**src/logic/rss_pkg.sv**
```systemverilog
package rss_pkg;

  // Register addresses on the special function register bus
  localparam logic [7:0] SUPPLY_MONITOR_CONTROL_ADDR = 8'hff;
  localparam logic [7:0] RESET_CAUSE_REGISTER_ADDR   = 8'hef;

  // Supply monitor control field positions
  localparam int SMC_MONITOR_ON_BIT   = 7;
  localparam int SMC_ABOVE_RST_BIT    = 6;
  localparam int SMC_ABOVE_WARN_BIT   = 5;
  localparam int SMC_BATT_WARN_BIT    = 4;
  localparam int SMC_CORE_IRQ_EN_BIT  = 3;
  localparam int SMC_BATT_IRQ_EN_BIT  = 2;

  // Reset cause register field positions
  localparam int RCR_RTC_BIT   = 7;
  localparam int RCR_FLASH_BIT = 6;
  localparam int RCR_CMP_BIT   = 5;
  localparam int RCR_SOFT_BIT  = 4;
  localparam int RCR_WDOG_BIT  = 3;
  localparam int RCR_CLOCK_BIT = 2;
  localparam int RCR_POWER_BIT = 1;
  localparam int RCR_PIN_BIT   = 0;

  // Values after reset
  localparam logic       SMC_MONITOR_ON_RST  = 1'b1;
  localparam logic       SMC_CORE_IRQ_EN_RST = 1'b1;
  localparam logic       SMC_BATT_IRQ_EN_RST = 1'b0;
  localparam logic [7:0] CAUSE_POWER_ON      = 8'h02;
  localparam logic [7:0] SYNC_RST_VALUE      = 8'h73;

  // Synchronised pin vector positions
  localparam int PIN_RST      = 0;
  localparam int PIN_CMP      = 1;
  localparam int PIN_ALARM    = 2;
  localparam int PIN_OSC_FAIL = 3;
  localparam int PIN_VDD_RST  = 4;
  localparam int PIN_VDD_WARN = 5;
  localparam int PIN_VBAT     = 6;
  localparam int PIN_CLK_ACT  = 7;

  // Timing
  localparam int CLK_HZ             = 20_000_000;
  localparam int CLK_LOSS_TIME_US   = 100;
  localparam int CLK_LOSS_CYCLES    = CLK_LOSS_TIME_US * (CLK_HZ / 1_000_000);
  localparam int WDOG_DIVIDE        = 12;
  localparam int WDOG_TICKS_DEFAULT = 256;
  localparam int HOLD_CYCLES        = 4;

  typedef enum logic {ST_RUN, ST_HOLD} rss_state_t;

endpackage

```
**src/logic/rss_tmr_if.sv**
```systemverilog
`timescale 1ns/1ps
interface rss_tmr_if;
  logic run;
  logic kick;
  logic tick;
  logic expired;

  modport ctl (output run, output kick, output tick, input expired);
  modport tmr (input run, input kick, input tick, output expired);
endinterface

```
**src/logic/rss_timer.sv**
```systemverilog
`timescale 1ns/1ps
module rss_timer #(
  parameter int LIMIT = 16
) (
  // Clock and reset
  input  wire logic CLK,
  input  wire logic RST_N,
  // Control from the sequencer
  rss_tmr_if.tmr    t
);
  import rss_pkg::*;

  localparam int CW = $clog2(LIMIT + 1);
  localparam logic [CW-1:0] LAST = CW'(LIMIT - 1);

  logic [CW-1:0] count;
  logic [CW-1:0] next_count;
  logic          expired;
  logic          next_expired;

  // Counts ticks while running; a kick or a stop restarts it
  always_comb begin
    next_count   = count;
    next_expired = 1'b0;
    if (!t.run || t.kick) begin
      next_count = '0;
    end else if (t.tick) begin
      if (count == LAST) begin
        next_count   = '0;
        next_expired = 1'b1;
      end else begin
        next_count = count + CW'(1);
      end
    end
  end

  always_ff @(posedge CLK) begin
    if (!RST_N) begin
      count   <= '0;
      expired <= 1'b0;
    end else begin
      count   <= next_count;
      expired <= next_expired;
    end
  end

  assign t.expired = expired;

endmodule

```
**src/logic/rss_sequencer.sv**
```systemverilog
`timescale 1ns/1ps
module rss_sequencer #(
  parameter int WDOG_TICKS = rss_pkg::WDOG_TICKS_DEFAULT
) (
  // Clock and reset
  input  wire logic       CLK,
  input  wire logic       RST_N,
  // Special function register bus
  input  wire logic [7:0] SFR_ADDR,
  input  wire logic [7:0] SFR_WDATA,
  input  wire logic       SFR_WR,
  input  wire logic       SFR_RD,
  output logic      [7:0] SFR_RDATA,
  // Reset pin, open drain
  input  wire logic       RST_PIN_I,
  output logic            RST_PIN_O,
  output logic            RST_PIN_OE,
  // Analog and clock status pins
  input  wire logic       CMP_OUT,
  input  wire logic       RTC_ALARM,
  input  wire logic       RTC_OSC_FAIL,
  input  wire logic       VDD_ABOVE_RST,
  input  wire logic       VDD_ABOVE_WARN,
  input  wire logic       VBAT_ABOVE_WARN,
  input  wire logic       CLK_ACTIVITY,
  // Same-domain control inputs
  input  wire logic       LOW_POWER,
  input  wire logic       CMP_WAKE_EN,
  input  wire logic       FLASH_FAULT,
  input  wire logic       WDOG_SERVICE,
  input  wire logic       WDOG_DISABLE,
  // System outputs
  output logic            SYS_RST_N,
  output logic            CORE_WARN_IRQ,
  output logic            BATT_WARN_IRQ
);
  import rss_pkg::*;

  localparam int HC_W = $clog2(HOLD_CYCLES + 1);
  localparam logic [HC_W-1:0] HOLD_LAST = HC_W'(HOLD_CYCLES - 1);
  localparam int DV_W = $clog2(WDOG_DIVIDE + 1);
  localparam logic [DV_W-1:0] DIV_LAST = DV_W'(WDOG_DIVIDE - 1);

  // Pin synchronisers
  logic [7:0] sync1;
  logic [7:0] sync2;
  logic       act_prev;

  // Sequencer state
  rss_state_t      state;
  rss_state_t      next_state;
  logic [HC_W-1:0] hold_cnt;
  logic [HC_W-1:0] next_hold_cnt;
  logic [7:0]      cause;
  logic [7:0]      next_cause;
  logic            drive_pin;
  logic            next_drive_pin;

  // Software settings
  logic monitor_on;
  logic next_monitor_on;
  logic supply_sel;
  logic next_supply_sel;
  logic core_irq_en;
  logic next_core_irq_en;
  logic batt_irq_en;
  logic next_batt_irq_en;
  logic clock_loss_en;
  logic next_clock_loss_en;
  logic cmp_en;
  logic next_cmp_en;
  logic rtc_en;
  logic next_rtc_en;
  logic wdog_en;
  logic next_wdog_en;
  logic [DV_W-1:0] div_cnt;
  logic [DV_W-1:0] next_div_cnt;

  // Output registers
  logic [7:0] rdata;
  logic [7:0] next_rdata;
  logic       core_irq;
  logic       batt_irq;

  // Decoded events
  logic       running;
  logic       wr_smc;
  logic       wr_rcr;
  logic       pin_req;
  logic       supply_req;
  logic       clock_req;
  logic       cmp_req;
  logic       wdog_req;
  logic       flash_req;
  logic       rtc_req;
  logic       soft_req;
  logic [7:0] req_cause;

  rss_tmr_if clk_tmr ();
  rss_tmr_if wdg_tmr ();

  // Picks the one flag of the highest priority pending cause
  function automatic logic [7:0] pick_cause(input logic pin, input logic sup,
                                            input logic clk_l, input logic cmp,
                                            input logic wdg, input logic fl,
                                            input logic rtc, input logic sw);
    logic [7:0] f;
    f = 8'h00;
    if (pin) begin
      f[RCR_PIN_BIT] = 1'b1;
    end else if (sup) begin
      f[RCR_POWER_BIT] = 1'b1;
    end else if (clk_l) begin
      f[RCR_CLOCK_BIT] = 1'b1;
    end else if (cmp) begin
      f[RCR_CMP_BIT] = 1'b1;
    end else if (wdg) begin
      f[RCR_WDOG_BIT] = 1'b1;
    end else if (fl) begin
      f[RCR_FLASH_BIT] = 1'b1;
    end else if (rtc) begin
      f[RCR_RTC_BIT] = 1'b1;
    end else if (sw) begin
      f[RCR_SOFT_BIT] = 1'b1;
    end
    return f;
  endfunction

  // Two-flop synchroniser for every asynchronous pin
  always_ff @(posedge CLK) begin
    if (!RST_N) begin
      sync1    <= SYNC_RST_VALUE;
      sync2    <= SYNC_RST_VALUE;
      act_prev <= 1'b0;
    end else begin
      sync1    <= {CLK_ACTIVITY, VBAT_ABOVE_WARN, VDD_ABOVE_WARN, VDD_ABOVE_RST,
                   RTC_OSC_FAIL, RTC_ALARM, CMP_OUT, RST_PIN_I};
      sync2    <= sync1;
      act_prev <= sync2[PIN_CLK_ACT];
    end
  end

  // Reset requests from each source
  always_comb begin
    running    = (state == ST_RUN);
    wr_smc     = running && SFR_WR && (SFR_ADDR == SUPPLY_MONITOR_CONTROL_ADDR);
    wr_rcr     = running && SFR_WR && (SFR_ADDR == RESET_CAUSE_REGISTER_ADDR);
    pin_req    = !sync2[PIN_RST];
    supply_req = monitor_on && supply_sel && !sync2[PIN_VDD_RST] && !LOW_POWER;
    clock_req  = clock_loss_en && !LOW_POWER && clk_tmr.expired;
    cmp_req    = cmp_en && !sync2[PIN_CMP] && (!LOW_POWER || CMP_WAKE_EN);
    wdog_req   = wdog_en && !LOW_POWER && wdg_tmr.expired;
    flash_req  = FLASH_FAULT;
    rtc_req    = rtc_en && (sync2[PIN_ALARM] || sync2[PIN_OSC_FAIL]);
    soft_req   = wr_rcr && SFR_WDATA[RCR_SOFT_BIT];
    req_cause  = pick_cause(pin_req, supply_req, clock_req, cmp_req, wdog_req,
                            flash_req, rtc_req, soft_req);
  end

  // Clock-loss timer: restarted by every clock activity edge
  always_comb begin
    clk_tmr.run  = running && clock_loss_en && !LOW_POWER;
    clk_tmr.kick = sync2[PIN_CLK_ACT] ^ act_prev;
    clk_tmr.tick = 1'b1;
  end

  // Watchdog timer: ticks at clock/12, restarted by service
  always_comb begin
    next_div_cnt = (div_cnt == DIV_LAST) ? '0 : div_cnt + DV_W'(1);
    wdg_tmr.run  = running && wdog_en && !LOW_POWER;
    wdg_tmr.kick = WDOG_SERVICE;
    wdg_tmr.tick = (div_cnt == DIV_LAST);
  end

  rss_timer #(.LIMIT(CLK_LOSS_CYCLES)) u_clock_loss (
    .CLK   (CLK),
    .RST_N (RST_N),
    .t     (clk_tmr)
  );

  rss_timer #(.LIMIT(WDOG_TICKS)) u_watchdog (
    .CLK   (CLK),
    .RST_N (RST_N),
    .t     (wdg_tmr)
  );

  // Reset sequencing: record one cause; own pin drive ends before the pin is watched
  always_comb begin
    next_state     = state;
    next_hold_cnt  = hold_cnt;
    next_cause     = cause;
    next_drive_pin = drive_pin;
    unique case (state)
      ST_RUN: begin
        if (req_cause != 8'h00) begin
          next_state     = ST_HOLD;
          next_hold_cnt  = '0;
          next_cause     = req_cause;
          next_drive_pin = req_cause[RCR_POWER_BIT];
        end
      end
      ST_HOLD: begin
        if ((pin_req && !drive_pin) || (drive_pin && !sync2[PIN_VDD_RST])) begin
          next_hold_cnt = '0;
        end else if (hold_cnt != HOLD_LAST) begin
          next_hold_cnt = hold_cnt + HC_W'(1);
        end else begin
          next_hold_cnt  = '0;
          next_drive_pin = 1'b0;
          next_state     = drive_pin ? ST_HOLD : ST_RUN;
        end
      end
    endcase
  end

  // Software settings and their reset behaviour
  always_comb begin
    next_monitor_on    = monitor_on;
    next_supply_sel    = supply_sel;
    next_core_irq_en   = core_irq_en;
    next_batt_irq_en   = batt_irq_en;
    next_clock_loss_en = clock_loss_en;
    next_cmp_en        = cmp_en;
    next_rtc_en        = rtc_en;
    next_wdog_en       = wdog_en;
    if (state == ST_HOLD) begin
      next_wdog_en     = 1'b1;
      next_core_irq_en = SMC_CORE_IRQ_EN_RST;
      next_batt_irq_en = SMC_BATT_IRQ_EN_RST;
      if (cause[RCR_POWER_BIT]) begin
        next_monitor_on = SMC_MONITOR_ON_RST;
        next_supply_sel = 1'b1;
      end
    end else begin
      if (wr_smc) begin
        next_monitor_on  = SFR_WDATA[SMC_MONITOR_ON_BIT];
        next_core_irq_en = SFR_WDATA[SMC_CORE_IRQ_EN_BIT];
        next_batt_irq_en = SFR_WDATA[SMC_BATT_IRQ_EN_BIT];
      end
      if (wr_rcr) begin
        next_rtc_en        = SFR_WDATA[RCR_RTC_BIT];
        next_cmp_en        = SFR_WDATA[RCR_CMP_BIT];
        next_clock_loss_en = SFR_WDATA[RCR_CLOCK_BIT];
        next_supply_sel    = SFR_WDATA[RCR_POWER_BIT];
      end
      if (WDOG_DISABLE) begin
        next_wdog_en = 1'b0;
      end
    end
  end

  // Read data mux, captured on a read strobe
  always_comb begin
    next_rdata = rdata;
    if (SFR_RD) begin
      next_rdata = 8'h00;
      if (SFR_ADDR == SUPPLY_MONITOR_CONTROL_ADDR) begin
        next_rdata[SMC_MONITOR_ON_BIT]  = monitor_on;
        next_rdata[SMC_ABOVE_RST_BIT]   = sync2[PIN_VDD_RST];
        next_rdata[SMC_ABOVE_WARN_BIT]  = sync2[PIN_VDD_WARN];
        next_rdata[SMC_BATT_WARN_BIT]   = sync2[PIN_VBAT];
        next_rdata[SMC_CORE_IRQ_EN_BIT] = core_irq_en;
        next_rdata[SMC_BATT_IRQ_EN_BIT] = batt_irq_en;
      end else if (SFR_ADDR == RESET_CAUSE_REGISTER_ADDR) begin
        next_rdata = cause;
      end
    end
  end

  // State and settings registers
  always_ff @(posedge CLK) begin
    if (!RST_N) begin
      state         <= ST_HOLD;
      hold_cnt      <= '0;
      cause         <= CAUSE_POWER_ON;
      drive_pin     <= 1'b1;
      monitor_on    <= SMC_MONITOR_ON_RST;
      supply_sel    <= 1'b1;
      core_irq_en   <= SMC_CORE_IRQ_EN_RST;
      batt_irq_en   <= SMC_BATT_IRQ_EN_RST;
      clock_loss_en <= 1'b0;
      cmp_en        <= 1'b0;
      rtc_en        <= 1'b0;
      wdog_en       <= 1'b1;
      div_cnt       <= '0;
    end else begin
      state         <= next_state;
      hold_cnt      <= next_hold_cnt;
      cause         <= next_cause;
      drive_pin     <= next_drive_pin;
      monitor_on    <= next_monitor_on;
      supply_sel    <= next_supply_sel;
      core_irq_en   <= next_core_irq_en;
      batt_irq_en   <= next_batt_irq_en;
      clock_loss_en <= next_clock_loss_en;
      cmp_en        <= next_cmp_en;
      rtc_en        <= next_rtc_en;
      wdog_en       <= next_wdog_en;
      div_cnt       <= next_div_cnt;
    end
  end

  // Registered outputs
  always_ff @(posedge CLK) begin
    if (!RST_N) begin
      rdata      <= 8'h00;
      SYS_RST_N  <= 1'b0;
      RST_PIN_O  <= 1'b0;
      RST_PIN_OE <= 1'b1;
      core_irq   <= 1'b0;
      batt_irq   <= 1'b0;
    end else begin
      rdata      <= next_rdata;
      SYS_RST_N  <= (next_state == ST_RUN);
      RST_PIN_O  <= 1'b0;
      RST_PIN_OE <= next_drive_pin;
      core_irq   <= core_irq_en && !sync2[PIN_VDD_WARN];
      batt_irq   <= batt_irq_en && !sync2[PIN_VBAT];
    end
  end

  assign SFR_RDATA     = rdata;
  assign CORE_WARN_IRQ = core_irq;
  assign BATT_WARN_IRQ = batt_irq;

endmodule

```
**config.mk**
```make
export PLATFORM = sky130hd
export DESIGN_NAME = rss_sequencer
export DESIGN_NICKNAME = d
export VERILOG_FILES = /design/src/logic/rss_pkg.sv /design/src/logic/rss_tmr_if.sv /design/src/logic/rss_timer.sv /design/src/logic/rss_sequencer.sv
export SDC_FILE = /design/constraint.sdc
export NUM_CORES = 1
export LEC_CHECK = 0
export BUFFER_PORTS_ARGS = -buffer_cell sky130_fd_sc_hd__buf_2
export CELL_PAD_IN_SITES_DETAIL_PLACEMENT = 1
export CELL_PAD_IN_SITES_GLOBAL_PLACEMENT = 1
export CORE_MARGIN = 4
export CORE_UTILIZATION = 47
export CTS_BUF_LIST = sky130_fd_sc_hd__clkbuf_16
export CTS_CLUSTER_SIZE = 25
export DETAILED_ROUTE_END_ITERATION = 7
export PLACE_DENSITY_LB_ADDON = 0.1
export SYNTH_ARGS = -nofsm -noshare
export SYNTH_HDL_FRONTEND = slang
export SYNTH_HIERARCHICAL = 1
export SYNTH_SLANG_ARGS = --single-unit
```
**constraint.sdc**
```tcl
create_clock -name CLK -period 3.25 [get_ports CLK]
set_clock_uncertainty 0.15 [all_clocks]
set_input_delay 0.4875 -clock CLK [delete_from_list [all_inputs] [get_ports CLK]]
set_output_delay 0.4875 -clock CLK [all_outputs]
set_load 0.1 [all_outputs]
```
==> flow_summary.toml <==
[status]
status = "complete, no violations"

[synth]
synth_ff_type = "dfxtp_1"
synth_top_area_share_pct = 48.37
ys_seq_area_share_pct = 48.37
async_flop_share_pct = 0
yosysWarnings = 6
ys_types = 56
synth.area.top_cells = "dfxtp_1 (48%), mux2i_1 (4.5%), nor2b_1 (3.2%), nand2b_1 (3.0%), o21ai_0 (2.9%)"
synthTopCellsByCount = "dfxtp_1 (75), nand2_1 (18), o21ai_0 (18)"
ys_seq_elements = 75
syn_inst = 315
yosysMostFrequentCell = "dfxtp_1"
syn_area_mm2 = 0.003104
yosys.area.top_type = "dfxtp_1"
synth_nets = 352
syn-mean-instance-area_um2 = 9.855
synth_edf_count = 0

[cells_and_area]
ff_latch_area_mm2 = 0.001501
fillers = 747
fin_area_mm2 = 0.003635
area_growth_pct = 17.09
drive_above_1_share_pct = 18.56
multiInputGateArea_mm2 = 0.001513
antenna_cells = 0
nNetsFinal = 394

[setup_path]
reg2reg_depth = 4
path_max_fanout = 16
reg2reg_slack_ps = 1130
crit_path_start_kind = "flip-flop"
cp.arrival_ps = 2190
crit_path_end_kind = "flip-flop"
worst-endpoint-required_ps = 3310
path_class = "flip-flop to flip-flop"

[placement]
numPortBuffers = 42
gp_congestion = 0.7573
dpl_cell_area_mm2 = 0.003358
hpwl_um = 4652

[drt]
vias_per_cell = 5.450
wire_per_inst_um = 15.17
drt_iter0_markers = 52
firstDrtPassIters = 4
wl_um = 6643
via_count = 2387
ant_nets = 0
drc = 0

[clock_network]
cts_hold_buf = 0
clk_path_buf_depth = 2
cts_sinks = 75
cts_resized = 0
post_cts_buffers = 0
numCtsBuffers = 9
clk_pin_slew_ps = 50
cts_tree = "built"
clk_latency_ps = 330
htreeDepth = 3
root_buffer = "clkbuf_16"

[grt]
grt-busiest-layer = "met2"
grt-ovfl-total = 0
use_met2_pct = 31.48
gr-usage-met1_pct = 22.29
antenna_found_initial = 0
grt_max_degree = 49
first_global_vias = 2444
grt_use_total_pct = 18.57
grt_pass1_wl_um = 11370
grt_use_met3_pct = 3.594

[sta]
hold_violations = 0
max-slew-margin-rel_pct = 45.91
setup_viol = 0
rsz0062_at_grt = "no"
max_freq_ghz = 0.4710
fin_crit_ps = 2123
drv_slew = 0
setup_tns_ps = 0
period_share_pct = 65.32
worstMarginPinSlew_ps = 804.7

[floorplan]
rows = 29
die_w_um = 89.27
die_height_um = 89.27
initial_core_util_pct = 48.61
coreArea_mm2 = 0.006386
pin_count = 46
dieArea_mm2 = 0.007969

[power]
p_per_area_mw_per_mm2 = 541.9
p_leak_nw = 1.434
vdd_drop_max_v = 0.0003531

[run]
maxCapViolations = 0

[worst_hold_path]
hold_class = "primary input to flip-flop"
hold_path_depth = 2
## stage by stage
| stage | worst slack (ps) | std cells | hold WS [ps] | utilization, % | power, mW |
|---|---|---|---|---|---|
| 6_report | 1127 | 438 | 186.6 | 56.92 | 1.970 |
| 5_1_grt | 970.6 | 438 | 183.2 | 56.92 | 2.050 |
| 4_1_cts | 1147 | 438 | 180.1 | 56.92 | 1.994 |
| 3_5_place_dp | 978.8 | 423 | 246.1 | 52.59 | 1.067 |
| 3_3_place_gp | 995.4 | 423 | 239.5 | 52.59 | 1.061 |
| 2_1_floorplan | 1347 | 315 | 236.3 | - | 1.032 |
## critical path: stages (launching register included)
cell,delay [ps]
dfxtp_1,500
or4bb_1,590
nor3_1,360
nor3_1,120
o31a_1,290
## registers in the layout (all words and copies together), names as in the netlist, 3 cells and up
name	count
SFR_RDATA	8
cause	8
div_cnt	4
hold_cnt	3
sync1	8
sync2	8
u_clock_loss/count	11
u_watchdog/count	9
## cell type report
type                            instances  share of cell area (%)
Sequential cell                        75                   41.31
Tap cell                               77                   2.651
Timing Repair Buffer                   43                   5.990
Multi-Input combinational cell        220                   41.62
Clock inverter                          6                   1.411
Clock buffer                            9                   6.196
Inverter                                8                  0.8262
## kinds of logic (layout without fill, tap and decap cells)
logic type / Yosys count / after routing / synth area share, %
AND/OR/NAND/NOR: 132 / 132 / 26.52
flip-flops: 75 / 75 / 48.37
AO/OA/AOI/OAI: 57 / 57 / 12.66
buffers and inverters: 20 / 66 / 2.902
multiplexers: 15 / 15 / 4.877
XOR/XNOR: 10 / 10 / 2.821
adder cells (fa/ha/maj): 4 / 4 / 1.612
other: 2 / 2 / 0.2419
## path summary, 6_finish.rpt
kind,start,to
worst min-delay path,VDD_ABOVE_WARN,sync1[5]$_SDFF_PN1_
worst min register to register,sync1[6]$_SDFF_PN1_,sync2[6]$_SDFF_PN1_
worst max register to register,state$_SDFF_PN1_,cause[2]$_SDFFE_PN0P_
worst max-delay path,state$_SDFF_PN1_,cause[2]$_SDFFE_PN0P_
## cell usage in the layout, fill, tap and decap left out, types with 7 or more instances in the layout
cell and n:
buf_2 42, nand4_1 8, a21oi_1 11, o21ai_0 18
inv_1 11, clkbuf_16 9, nor2b_1 16, or3_1 7
and2_1 9, nand2b_1 15, nor2_1 15, nor3_1 7
nand2_1 18, mux2i_1 14, dfxtp_1 75
## power by group
group	internal [mW]	leakage, nW	switching (mW)
clock	0.578	0.149	0.347
combinational	0.0429	0.676	0.0543
sequential	0.938	0.609	0.00956
## layer usage
metal	part of all wire, %	wire length (um)
met1	44	2955
met2	49	3226
met3	4.5	299
met4	2.4	162
met5	0	0
Power figures use the tool's default switching activity.
